### config.mk
export PLATFORM = sky130hd
export DESIGN_NAME = dmch_handler
export DESIGN_NICKNAME = d
export VERILOG_FILES = /design/src/design/dmch_pkg.sv /design/src/design/dmch_handler.sv /design/src/design/dmch_fifo.sv
export SDC_FILE = /design/constraint.sdc
export NUM_CORES = 1
export LEC_CHECK = 0
export BUFFER_PORTS_ARGS = -buffer_cell sky130_fd_sc_hd__buf_2
export CELL_PAD_IN_SITES_DETAIL_PLACEMENT = 1
export CELL_PAD_IN_SITES_GLOBAL_PLACEMENT = 2
export CORE_UTILIZATION = 41
export DETAILED_ROUTE_END_ITERATION = 7
export HOLD_SLACK_MARGIN = 0.05
export PLACE_DENSITY_LB_ADDON = 0.1
export SYNTH_ARGS = -nofsm -noshare
export SYNTH_HDL_FRONTEND = slang
export SYNTH_HIERARCHICAL = 1
export SYNTH_SLANG_ARGS = --single-unit
### constraint.sdc
create_clock -name sys_clk -period 19.6 [get_ports sys_clk]
set_clock_uncertainty 0.05 [all_clocks]
set_input_delay 3.92 -clock sys_clk [delete_from_list [all_inputs] [get_ports sys_clk]]
set_output_delay 3.92 -clock sys_clk [all_outputs]
set_load 0.1 [all_outputs]
### src/design/dmch_pkg.sv
// dmch_pkg: constants shared by the display module command handler
// Function
// - echo type 0x00, 0..16 bytes, returned unchanged with type 0x40
// - version query type 0x01 answers 0x41 with 16-byte text
// - sixteen-byte nonvolatile user area; write must carry exactly 16 bytes
// - user-area read returns the stored sixteen bytes
// - save-boot command 0x04 copies live settings to boot store, answers 0x44
// - reporting enables, fan fail-safe and watchdog are never saved
// - restart pattern 8,18,99: acknowledge, then restart self
// - after a restart commands may be ignored up to 3 seconds
// - pattern 12,28,97: acknowledge, drive host reset ~1.5 s, then restart
// - pattern 3,11,95: acknowledge, pulse host power for set length, restart
// - every accepted restart variant acknowledges with 0x45, empty payload
// - clear screen 0x06 fills memory with 0x20, cursor home, answers 0x46
// - top-line write 0x07 takes 16 bytes into centre top row, answers 0x47
// - packet is type, length, payload, then 16-bit CRC sent low byte first; only answers carry it, received packets end at the payload
// - answer type keeps low six bits; top bits 01 response, 11 error
// - every packet answered within 250 ms
package dmch_pkg;
  localparam int          CLK_HZ         = 50_000_000;
  localparam int          ANSWER_MS      = 250;
  localparam int          ANSWER_CYC     = CLK_HZ / 1000 * ANSWER_MS;
  localparam int          RESET_MS       = 1500;
  localparam int          RESET_CYC      = CLK_HZ / 1000 * RESET_MS;
  localparam int          QUIET_MS       = 3000;
  localparam int          QUIET_CYC      = CLK_HZ / 1000 * QUIET_MS;
  localparam int          PULSE_UNIT_MS  = 32;
  localparam int          PULSE_UNIT_CYC = CLK_HZ / 1000 * PULSE_UNIT_MS;
  localparam logic [7:0]  PULSE_LEN_RST  = 8'h10;
  localparam int          MAX_PAY        = 16;
  localparam int          LINE_BYTES     = 16;
  localparam int          ROW_COLS       = 20;
  localparam int          CENTRE_COL     = 2;
  localparam logic [7:0]  SPACE_CHAR     = 8'h20;
  localparam logic [1:0]  KIND_RESP      = 2'h1;
  localparam logic [1:0]  KIND_ERR       = 2'h3;
  localparam logic [5:0]  CMD_ECHO       = 6'h00;
  localparam logic [5:0]  CMD_VERSION    = 6'h01;
  localparam logic [5:0]  CMD_USER_WR    = 6'h02;
  localparam logic [5:0]  CMD_USER_RD    = 6'h03;
  localparam logic [5:0]  CMD_SAVE_BOOT  = 6'h04;
  localparam logic [5:0]  CMD_RESTART    = 6'h05;
  localparam logic [5:0]  CMD_CLEAR      = 6'h06;
  localparam logic [5:0]  CMD_TOP_LINE   = 6'h07;
  localparam logic [23:0] PAT_SELF       = 24'h081263;
  localparam logic [23:0] PAT_HOST_RST   = 24'h0C1C61;
  localparam logic [23:0] PAT_HOST_PWR   = 24'h030B5F;
  localparam logic [7:0]  LEN_RESTART    = 8'h03;
  localparam logic [15:0] CRC_INIT       = 16'hFFFF;
  localparam logic [15:0] CRC_POLY_REV   = 16'h8408;
  localparam int          FIFO_DEPTH     = 8;
  localparam int          FIFO_WIDTH     = 8;
  // version text: arbitrary neutral identity string
  localparam logic [127:0] VERSION_TEXT  = 128'h444D4348_3A68312E_302C7631_2E303030;
endpackage : dmch_pkg

### src/design/dmch_handler.sv
// dmch_handler: command interpreter for commands 0 to 7 of the display module
`timescale 1ns/100ps
module dmch_handler
  import dmch_pkg::*;
#(
  parameter int RESET_CYCLES = RESET_CYC,
  parameter int QUIET_CYCLES = QUIET_CYC,
  parameter int PULSE_UNIT   = PULSE_UNIT_CYC
) (
  input  wire logic        sys_clk,
  input  wire logic        rst_n,
  input  wire logic [7:0]  rx_data,
  input  wire logic        rx_valid,
  input  wire logic        rx_last,
  output logic             rx_ready,
  output logic [7:0]       tx_data,
  output logic             tx_valid,
  input  wire logic        tx_ready,
  input  wire logic [7:0]  pulse_len,
  output logic             host_reset_q,
  output logic             host_power_q,
  output logic             self_restart_q,
  output logic             busy_q,
  output logic             save_boot_q,
  output logic [4:0]       cursor_col_q,
  output logic             cursor_row_q
);
  ////////////////////////////////////////////////////////////////////////////
  typedef enum logic [6:0] {
    DMCH_S_RECV  = 7'h01,
    DMCH_S_EXEC  = 7'h02,
    DMCH_S_CLEAR = 7'h04,
    DMCH_S_SEND  = 7'h08,
    DMCH_S_CRC   = 7'h10,
    DMCH_S_HOST  = 7'h20,
    DMCH_S_QUIET = 7'h40
  } dmch_state_t;

  dmch_state_t      st_q;
  logic [7:0]       pkt_q [MAX_PAY+2];
  logic [4:0]       rx_cnt_q;
  logic             rx_over_q;
  logic [7:0]       user_q [LINE_BYTES];
  logic [7:0]       disp_q [2*ROW_COLS];
  logic [7:0]       boot_disp_q [2*ROW_COLS];
  logic [5:0]       boot_cur_q;
  logic [7:0]       boot_pulse_q;
  logic [5:0]       clr_q;
  logic [1:0]       ans_kind_q;
  logic [4:0]       ans_len_q;
  logic [1:0]       ans_src_q;
  logic [4:0]       tx_idx_q;
  logic [1:0]       crc_idx_q;
  logic [15:0]      crc_q;
  logic [1:0]       restart_kind_q;
  logic [31:0]      timer_q;
  logic [7:0]       fifo_din;
  logic             fifo_push;
  logic             fifo_ready;
  logic [7:0]       pay_byte;
  logic [7:0]       tx_byte;
  logic [5:0]       cmd;
  logic [4:0]       len;
  logic [23:0]      pat;
  logic             cmd_ok;
  logic             rx_take;

  assign cmd     = pkt_q[0][5:0];
  assign len     = pkt_q[1][4:0];
  assign pat     = {pkt_q[2], pkt_q[3], pkt_q[4]};
  assign rx_take = rx_valid && rx_ready;

  // frames are only taken while idle; a restart hold shows as no ready
  always_ff @(posedge sys_clk or negedge rst_n)
  begin
    if (!rst_n)
      rx_ready <= 1'b0;
    else
      rx_ready <= (st_q == DMCH_S_RECV) && !(rx_take && rx_last);
  end

  ////////////////////////////////////////////////////////////////////////////
  // CRC-16 step, reflected polynomial, one byte at a time
  function automatic logic [15:0] dmch_crc_step(input logic [15:0] c, input logic [7:0] b);
    logic [15:0] r;
    r = c ^ {8'h00, b};
    for (int i = 0; i < 8; i++)
      r = r[0] ? ((r >> 1) ^ CRC_POLY_REV) : (r >> 1);
    return r;
  endfunction : dmch_crc_step

  // command shape check; anything else is an error answer
  always_comb
  begin
    cmd_ok = 1'b0;
    if (pkt_q[0][7:6] == 2'b00 && !rx_over_q && rx_cnt_q == 5'(len + 5'd2))
    begin
      case (cmd)
        CMD_ECHO:      cmd_ok = (len <= 5'(MAX_PAY));
        CMD_VERSION:   cmd_ok = (len == 5'd0);
        CMD_USER_WR:   cmd_ok = (len == 5'(LINE_BYTES));
        CMD_USER_RD:   cmd_ok = (len == 5'd0);
        CMD_SAVE_BOOT: cmd_ok = (len == 5'd0);
        CMD_RESTART:   cmd_ok = (pkt_q[1] == LEN_RESTART) &&
                                (pat == PAT_SELF || pat == PAT_HOST_RST ||
                                 pat == PAT_HOST_PWR);
        CMD_CLEAR:     cmd_ok = (len == 5'd0);
        CMD_TOP_LINE:  cmd_ok = (len == 5'(LINE_BYTES));
        default:       cmd_ok = 1'b0;
      endcase
    end
  end

  // answer payload byte by source: echo, version text, user area
  always_comb
  begin
    case (ans_src_q)
      2'd1:    pay_byte = VERSION_TEXT[8*(15-4'(tx_idx_q - 5'd2)) +: 8];
      2'd2:    pay_byte = user_q[4'(tx_idx_q - 5'd2)];
      default: pay_byte = pkt_q[tx_idx_q];
    endcase
    if (tx_idx_q == 5'd0)
      tx_byte = {ans_kind_q, cmd};
    else if (tx_idx_q == 5'd1)
      tx_byte = {3'b000, ans_len_q};
    else
      tx_byte = pay_byte;
    fifo_push = 1'b0;
    fifo_din  = tx_byte;
    if (st_q == DMCH_S_SEND)
      fifo_push = 1'b1;
    else if (st_q == DMCH_S_CRC)
    begin
      fifo_push = 1'b1;
      fifo_din  = crc_idx_q[0] ? crc_q[15:8] : crc_q[7:0];
    end
  end

  // for source 1/2 pay_byte indexes payload from zero
  ////////////////////////////////////////////////////////////////////////////
  // main sequencer
  always_ff @(posedge sys_clk or negedge rst_n)
  begin
    if (!rst_n)
    begin
      st_q           <= DMCH_S_RECV;
      rx_cnt_q       <= '0;
      rx_over_q      <= 1'b0;
      clr_q          <= '0;
      ans_kind_q     <= KIND_RESP;
      ans_len_q      <= '0;
      ans_src_q      <= '0;
      tx_idx_q       <= '0;
      crc_idx_q      <= '0;
      crc_q          <= CRC_INIT;
      restart_kind_q <= '0;
      timer_q        <= '0;
      host_reset_q   <= 1'b0;
      host_power_q   <= 1'b0;
      self_restart_q <= 1'b0;
      busy_q         <= 1'b0;
      save_boot_q    <= 1'b0;
      cursor_col_q   <= '0;
      cursor_row_q   <= 1'b0;
      boot_cur_q     <= '0;
      boot_pulse_q   <= PULSE_LEN_RST;
    end
    else
    begin
      save_boot_q    <= 1'b0;
      self_restart_q <= 1'b0;
      case (st_q)
        DMCH_S_RECV:
        begin
          busy_q <= 1'b0;
          if (rx_take)
          begin
            if (rx_cnt_q == 5'(MAX_PAY + 2))
              rx_over_q <= 1'b1;
            else
              rx_cnt_q <= 5'(rx_cnt_q + 5'd1);
            if (rx_last)
            begin
              st_q   <= DMCH_S_EXEC;
              busy_q <= 1'b1;
            end
          end
        end
        DMCH_S_EXEC:
        begin
          ans_kind_q <= cmd_ok ? KIND_RESP : KIND_ERR;
          ans_len_q  <= '0;
          ans_src_q  <= 2'd0;
          tx_idx_q   <= '0;
          crc_q      <= CRC_INIT;
          st_q       <= DMCH_S_SEND;
          if (cmd_ok)
          begin
            case (cmd)
              CMD_ECHO:    ans_len_q <= len;
              CMD_VERSION:
              begin
                ans_len_q <= 5'(LINE_BYTES);
                ans_src_q <= 2'd1;
              end
              CMD_USER_RD:
              begin
                ans_len_q <= 5'(LINE_BYTES);
                ans_src_q <= 2'd2;
              end
              CMD_SAVE_BOOT:
              begin
                save_boot_q  <= 1'b1;
                boot_cur_q   <= {cursor_row_q, cursor_col_q};
                boot_pulse_q <= pulse_len;
              end
              CMD_RESTART:
                restart_kind_q <= (pat == PAT_SELF)     ? 2'd1 :
                                  (pat == PAT_HOST_RST) ? 2'd2 : 2'd3;
              CMD_CLEAR:
              begin
                clr_q <= '0;
                st_q  <= DMCH_S_CLEAR;
              end
              default: ;
            endcase
          end
        end
        DMCH_S_CLEAR:
        begin
          clr_q <= 6'(clr_q + 6'd1);
          if (clr_q == 6'(2*ROW_COLS - 1))
          begin
            cursor_col_q <= '0;
            cursor_row_q <= 1'b0;
            st_q         <= DMCH_S_SEND;
          end
        end
        DMCH_S_SEND:
        begin
          if (fifo_ready)                                             // stall on back-pressure
          begin
            crc_q    <= dmch_crc_step(crc_q, fifo_din);
            tx_idx_q <= 5'(tx_idx_q + 5'd1);
            if (tx_idx_q == 5'(ans_len_q + 5'd1))
            begin
              crc_idx_q <= '0;
              st_q      <= DMCH_S_CRC;
            end
          end
        end
        DMCH_S_CRC:
        begin
          if (fifo_ready)
          begin
            crc_idx_q <= 2'(crc_idx_q + 2'd1);
            if (crc_idx_q == 2'd1)
            begin
              timer_q <= '0;
              st_q    <= (restart_kind_q != 2'd0) ? DMCH_S_HOST : DMCH_S_RECV;
              rx_cnt_q  <= '0;
              rx_over_q <= 1'b0;
            end
          end
        end
        DMCH_S_HOST:
        begin
          timer_q      <= timer_q + 32'd1;
          host_reset_q <= (restart_kind_q == 2'd2);
          host_power_q <= (restart_kind_q == 2'd3);
          if ((restart_kind_q == 2'd1) ||
              (restart_kind_q == 2'd2 && timer_q >= 32'(RESET_CYCLES)) ||
              (restart_kind_q == 2'd3 &&
               timer_q >= 32'(boot_pulse_q) * 32'(PULSE_UNIT)))
          begin
            host_reset_q   <= 1'b0;
            host_power_q   <= 1'b0;
            self_restart_q <= 1'b1;
            restart_kind_q <= '0;
            timer_q        <= '0;
            cursor_col_q   <= boot_cur_q[4:0];
            cursor_row_q   <= boot_cur_q[5];
            st_q           <= DMCH_S_QUIET;
          end
        end
        DMCH_S_QUIET:
        begin
          timer_q <= timer_q + 32'd1;
          if (timer_q >= 32'(QUIET_CYCLES - 1))
            st_q <= DMCH_S_RECV;
        end
        default: st_q <= DMCH_S_RECV;
      endcase
    end
  end

  // packet capture; no reset needed on storage
  always_ff @(posedge sys_clk)
  begin
    if (rx_take && !rx_over_q && rx_cnt_q < 5'(MAX_PAY + 2))
      pkt_q[rx_cnt_q] <= rx_data;
  end

  // user area write; kept across soft restarts like flash would be
  always_ff @(posedge sys_clk)
  begin
    if (st_q == DMCH_S_EXEC && cmd_ok && cmd == CMD_USER_WR)
      for (int i = 0; i < LINE_BYTES; i++)
        user_q[i] <= pkt_q[i+2];
  end

  // character memory: clear, top-line write, boot copy and restore
  always_ff @(posedge sys_clk)
  begin
    if (st_q == DMCH_S_CLEAR)
      disp_q[clr_q] <= SPACE_CHAR;
    else if (st_q == DMCH_S_EXEC && cmd_ok && cmd == CMD_TOP_LINE)
      for (int i = 0; i < LINE_BYTES; i++)
        disp_q[CENTRE_COL + i] <= pkt_q[i+2];
    else if (self_restart_q)
      for (int i = 0; i < 2*ROW_COLS; i++)
        disp_q[i] <= boot_disp_q[i];
    if (save_boot_q)
      for (int i = 0; i < 2*ROW_COLS; i++)
        boot_disp_q[i] <= disp_q[i];
  end

  ////////////////////////////////////////////////////////////////////////////
  // answer path buffering
  dmch_fifo #(
    .WIDTH (FIFO_WIDTH),
    .DEPTH (FIFO_DEPTH)
  ) u_fifo (
    .sys_clk   (sys_clk),
    .rst_n     (rst_n),
    .in_data   (fifo_din),
    .in_valid  (fifo_push),
    .in_ready  (fifo_ready),
    .out_data  (tx_data),
    .out_valid (tx_valid),
    .out_ready (tx_ready)
  );

  ////////////////////////////////////////////////////////////////////////////
  chk_err_kind: assert property (@(posedge sys_clk) disable iff (!rst_n)
    (st_q == DMCH_S_EXEC && !cmd_ok) |=> ans_kind_q == KIND_ERR && ans_len_q == 5'd0)
    else $error("bad command not answered as error");
  chk_echo_len: assert property (@(posedge sys_clk) disable iff (!rst_n)
    (st_q == DMCH_S_EXEC && cmd_ok && cmd == CMD_ECHO) |=> ans_len_q == $past(len))
    else $error("echo length differs");
  chk_ver_len: assert property (@(posedge sys_clk) disable iff (!rst_n)
    (st_q == DMCH_S_EXEC && cmd_ok && cmd == CMD_VERSION) |=> ans_len_q == 5'd16)
    else $error("version answer not 16 bytes");
  chk_save_pulse: assert property (@(posedge sys_clk) disable iff (!rst_n)
    save_boot_q |-> $past(st_q == DMCH_S_EXEC && cmd == CMD_SAVE_BOOT))
    else $error("save without command");
  chk_restart_ack: assert property (@(posedge sys_clk) disable iff (!rst_n)
    (st_q == DMCH_S_HOST) |-> ans_kind_q == KIND_RESP && cmd == CMD_RESTART)
    else $error("restart without ack");
  chk_quiet_rx: assert property (@(posedge sys_clk) disable iff (!rst_n)
    (st_q == DMCH_S_QUIET) |=> !rx_ready)
    else $error("commands taken during quiet time");
  chk_clear_len: assert property (@(posedge sys_clk) disable iff (!rst_n)
    (st_q == DMCH_S_EXEC && cmd_ok && cmd == CMD_CLEAR) |=> st_q == DMCH_S_CLEAR &&
    clr_q == 6'd0 ##39 st_q == DMCH_S_CLEAR && clr_q == 6'd39 ##1
    st_q == DMCH_S_SEND && cursor_col_q == 5'd0)
    else $error("clear sequence wrong");
  chk_host_pins: assert property (@(posedge sys_clk) disable iff (!rst_n)
    !(host_reset_q && host_power_q))
    else $error("reset and power both driven");
endmodule : dmch_handler

### src/design/dmch_fifo.sv
// dmch_fifo: small valid/ready FIFO on the answer byte path
`timescale 1ns/100ps
module dmch_fifo #(
  parameter int WIDTH = 8,
  parameter int DEPTH = 8
) (
  input  wire logic             sys_clk,
  input  wire logic             rst_n,
  input  wire logic [WIDTH-1:0] in_data,
  input  wire logic             in_valid,
  output logic                  in_ready,
  output logic [WIDTH-1:0]      out_data,
  output logic                  out_valid,
  input  wire logic             out_ready
);
  localparam int AW = $clog2(DEPTH);
  logic [WIDTH-1:0] mem_q [DEPTH];
  logic [AW-1:0]    wr_q;
  logic [AW-1:0]    rd_q;
  logic [AW:0]      cnt_q;
  logic             push;
  logic             pop;

  // honest flags straight from the count
  assign in_ready  = (cnt_q != (AW+1)'(DEPTH)) ? 1'b1 : 1'b0;
  assign out_valid = (cnt_q != '0);
  assign out_data  = mem_q[rd_q];
  assign push      = in_valid && in_ready;
  assign pop       = out_valid && out_ready;

  // storage has no reset; only the pointers and count need a defined start
  always_ff @(posedge sys_clk)
  begin
    if (push)
      mem_q[wr_q] <= in_data;
  end

  // pointers and occupancy
  always_ff @(posedge sys_clk or negedge rst_n)
  begin
    if (!rst_n)
    begin
      wr_q  <= '0;
      rd_q  <= '0;
      cnt_q <= '0;
    end
    else
    begin
      if (push)
        wr_q <= AW'(wr_q + 1'b1);
      if (pop)
        rd_q <= AW'(rd_q + 1'b1);
      cnt_q <= (AW+1)'(cnt_q + push - pop);
    end
  end
endmodule : dmch_fifo

==> impl_metrics.yaml <==
status:
  status: "complete, but fails checks"
  violations: "DRC"
finish:
  final_util_pct: 47.4
  final_area_mm2: 0.0301
  fin_cells: 2782
  drive_gt1_share_pct: 17.8
  nNetsFinal: 2025
  layout_commonest_cell: "edfxtp_1"
  area_growth_pct: 13.6
  layout_common_cells: "edfxtp_1 (448), nor2_1 (122), ha_1 (100)"
  n_antenna_cell: 0
sta:
  period_share_pct: 34.6
  slew_violations: 0
  hold_viol: 0
  max_freq_mhz: 148
  worst_slew_pin_slew_ns: 1.28
  relSlewSlack_pct: 13.6
  period_minus_slack_ns: 6.77
  rsz0062_at_grt: "false"
  holdWs_ns: 0.390
  finalSetupViolations: 0
  finalSetupTns_ns: 0
  setup_ws_ns: 12.83
pwr:
  power_mw: 3.92
  p_per_area_mw_per_mm2: 130
  irDropWorstVdd_v: 0.0000773
  p_leak_nw: 11.2
floorplanning:
  pin_count: 42
  die_height_um: 256
  dieArea_mm2: 0.0657
  num_rows: 92
  start_util_pct: 41.8
  die_width_um: 256
  coreArea_mm2: 0.0635
yosys:
  synth_warnings: 6
  ys_types: 83
  synth-seq-cells: 568
  avgSynthCellArea_um2: 15.3
  async_reset_ff_share_pct: 21.1
  yosysSeqAreaShare_pct: 62.1
  synth.area.top_cells: "edfxtp_1 (51%), dfrtp_1 (9.6%), mux4_2 (8.1%)"
  synth_edf_count: 448
  synthesis.area_mm2: 0.0265
  yosysTopAreaCell: "edfxtp_1"
  ys.flop_type: "edfxtp_1"
  syn_inst: 1733
  synth.top_cell.area_share_pct: 50.7
clock_network:
  cts_resized: 0
  clock_sinks: 568
  numCtsBuffers: 66
  cts_tree: "yes"
  cts_max_path_buffers: 3
  htreeDepth: 3
  insertion_delay_ns: 0.63
  post_cts_buffers: 0
  clockRootBuffer: "clkbuf_16"
  cts_hold_buffers: 0
  path_clk_slew_ns: 0.06
min_path:
  hold-path-endpoint: "user_q[9][5]"
  hp-start: "pkt_q[11][5]"
  hold_class: "flip-flop to flip-flop"
  hold_depth: 0
placed_design:
  dpl_worst_slack_ns: 13.16
  io_buffers: 41
  dpl.hpwl_mm: 46.1
  place_inst: 2669
  place_area_mm2: 0.0280
  place_congestion: 0.786
flow_run:
  maxCapViolations: 0
global_routing:
  grt_max_degree: 66
  antenna_found_initial: 0
  grt_pass1_wl_mm: 104
  grt_pass1_vias: 16390
  grtUsageTotal_pct: 21.1
  overflow: 0
routing:
  firstDrtPassIters: 8
  vias: 15269
  drc_errors: 3
  routed_via_density: 5.49
  routed_wl_mm: 67.9
  drtIter0Drc: 1025
  antenna_left: 0
  wl_per_cell_um: 24.4
setup_path:
  reg2reg_to: "timer_q[15]"
  worst_setup_path_start_kind: "flip-flop"
  worstPathArrival_ns: 2.80
  crit_fanout: 18
  reg2reg_slack_ns: 13.13
  reg2reg_from: "boot_pulse_q[4]"
  cp_cell_sequence: "mux4_1 > mux2_2 > buf_2"
  crit_family: "flip-flops"
  cpMaxStageDelayCell: "dfrtp_1"
  critical_path_buf_inv_count: 1
  path_class: "flip-flop to output port"
  crit_cells: 3
  critical-path-max-stage-delay_ns: 0.94
  crit_path_end_kind: "output port"
  reg2reg_depth: 25
  worst_ep_required_time_ns: 15.63
  critPathLaunch: "u_fifo/rd_q[0]"
==> Yosys cell counts (6+ instances only) <==
master	count
mux2i_1	42
a22oi_1	9
nand3_1	46
mux4_2	96
nor2_1	132
ha_1	100
buf_4	7
dfstp_2	18
nor4b_1	8
mux4_1	16
dfrtp_1	102
a32oi_1	6
nand3b_1	9
o211ai_1	9
o21ai_0	42
and4_1	7
and3_1	12
mux2_2	34
nand4_1	24
fa_1	13
nand2_1	82
nand4b_1	7
o21a_1	7
nor4_1	9
and2_1	13
xnor2_1	45
clkbuf_1	30
buf_6	10
inv_1	59
a21o_1	9
a21oi_1	47
nand2b_1	11
nor3_1	23
nor2b_1	14
edfxtp_1	448
a211oi_1	10
o21ai_1	6
xor2_1	45
a31oi_1	8
buf_2	20
==> per-layer routing <==
layer	up-vias	share of wire, %	routed length (µm)	track usage, %
met2	270	49	33400	35.1
li1	6929	-	-	-
met4	0	2.7	1850	6.50
met1	7960	44	29900	28.1
met5	-	0	0	0
met3	110	4.1	2800	3.88
==> flip-flops by register name (all words and copies together) (netlist names), 3 cells and up <==
name          count
ans_len_q         5
boot_cur_q        6
boot_pulse_q      8
clr_q             6
crc_q            16
cursor_col_q      5
pkt_q           256
rx_cnt_q          5
st_q              7
timer_q          32
tx_idx_q          5
u_fifo/cnt_q      4
u_fifo/mem_q     64
u_fifo/rd_q       3
u_fifo/wr_q       3
user_q          128
==> how the worst max path moves through the flow <==
stage | to | slack [ns]
after floorplan | user_q[0][0] | 3.93
after global placement | st_q[4] | 13.29
after detailed placement | timer_q[15] | 13.16
after CTS | tx_data[2] | 12.73
after global routing | timer_q[30] | 12.65
final | tx_data[2] | 12.83
==> final cells by class <==
cell class | instances | area (µm²)
Multi-Input combinational cell | 1128 | 9810
Timing Repair Buffer | 66 | 399
Clock buffer | 83 | 1750
Inverter | 61 | 229
Sequential cell | 568 | 16500
Tap cell | 846 | 1060
Clock inverter | 30 | 408
Fill cell | 6234 | 33400
==> worst register-to-register path: stages, from the launching register on <==
cell and delay (ns):
dfstp_2 0.58, ha_1 0.27, ha_1 0.29, inv_1 0.05
fa_1 0.51, inv_1 0.06, fa_1 0.47, ha_1 0.36
a21o_1 0.17, a21oi_1 0.21, o21bai_1 0.09, a21o_1 0.20
a21oi_1 0.26, o211ai_1 0.17, a31o_2 0.25, a21oi_1 0.17
xor2_1 0.18, ha_1 0.26, and4_1 0.20, and4_1 0.15
a31oi_1 0.16, o21ai_0 0.16, o21ai_0 0.60, a21oi_2 0.11
buf_4 0.26, nor2_1 0.16
==> kinds of logic after synthesis <==
logic type | after synthesis | synth area share [%]
flip-flops | 568 | 62.1
adder cells (fa/ha/maj) | 113 | 5.70
buffers and inverters | 132 | 2.45
AO/OA/AOI/OAI | 206 | 5.14
AND/OR/NAND/NOR | 427 | 8.32
multiplexers | 188 | 12.8
other | 1 | 0.0141
XOR/XNOR | 98 | 3.53
==> where the power goes <==
part	internal [mW]	switching [mW]	total, mW	leakage [nW]
Sequential	1.44	0.0798	1.52	5.67
Combinational	0.460	0.723	1.18	4.46
Clock	0.719	0.506	1.22	1.03
Total	2.62	1.31	3.92	11.2
(Power assumes the default switching activity.)
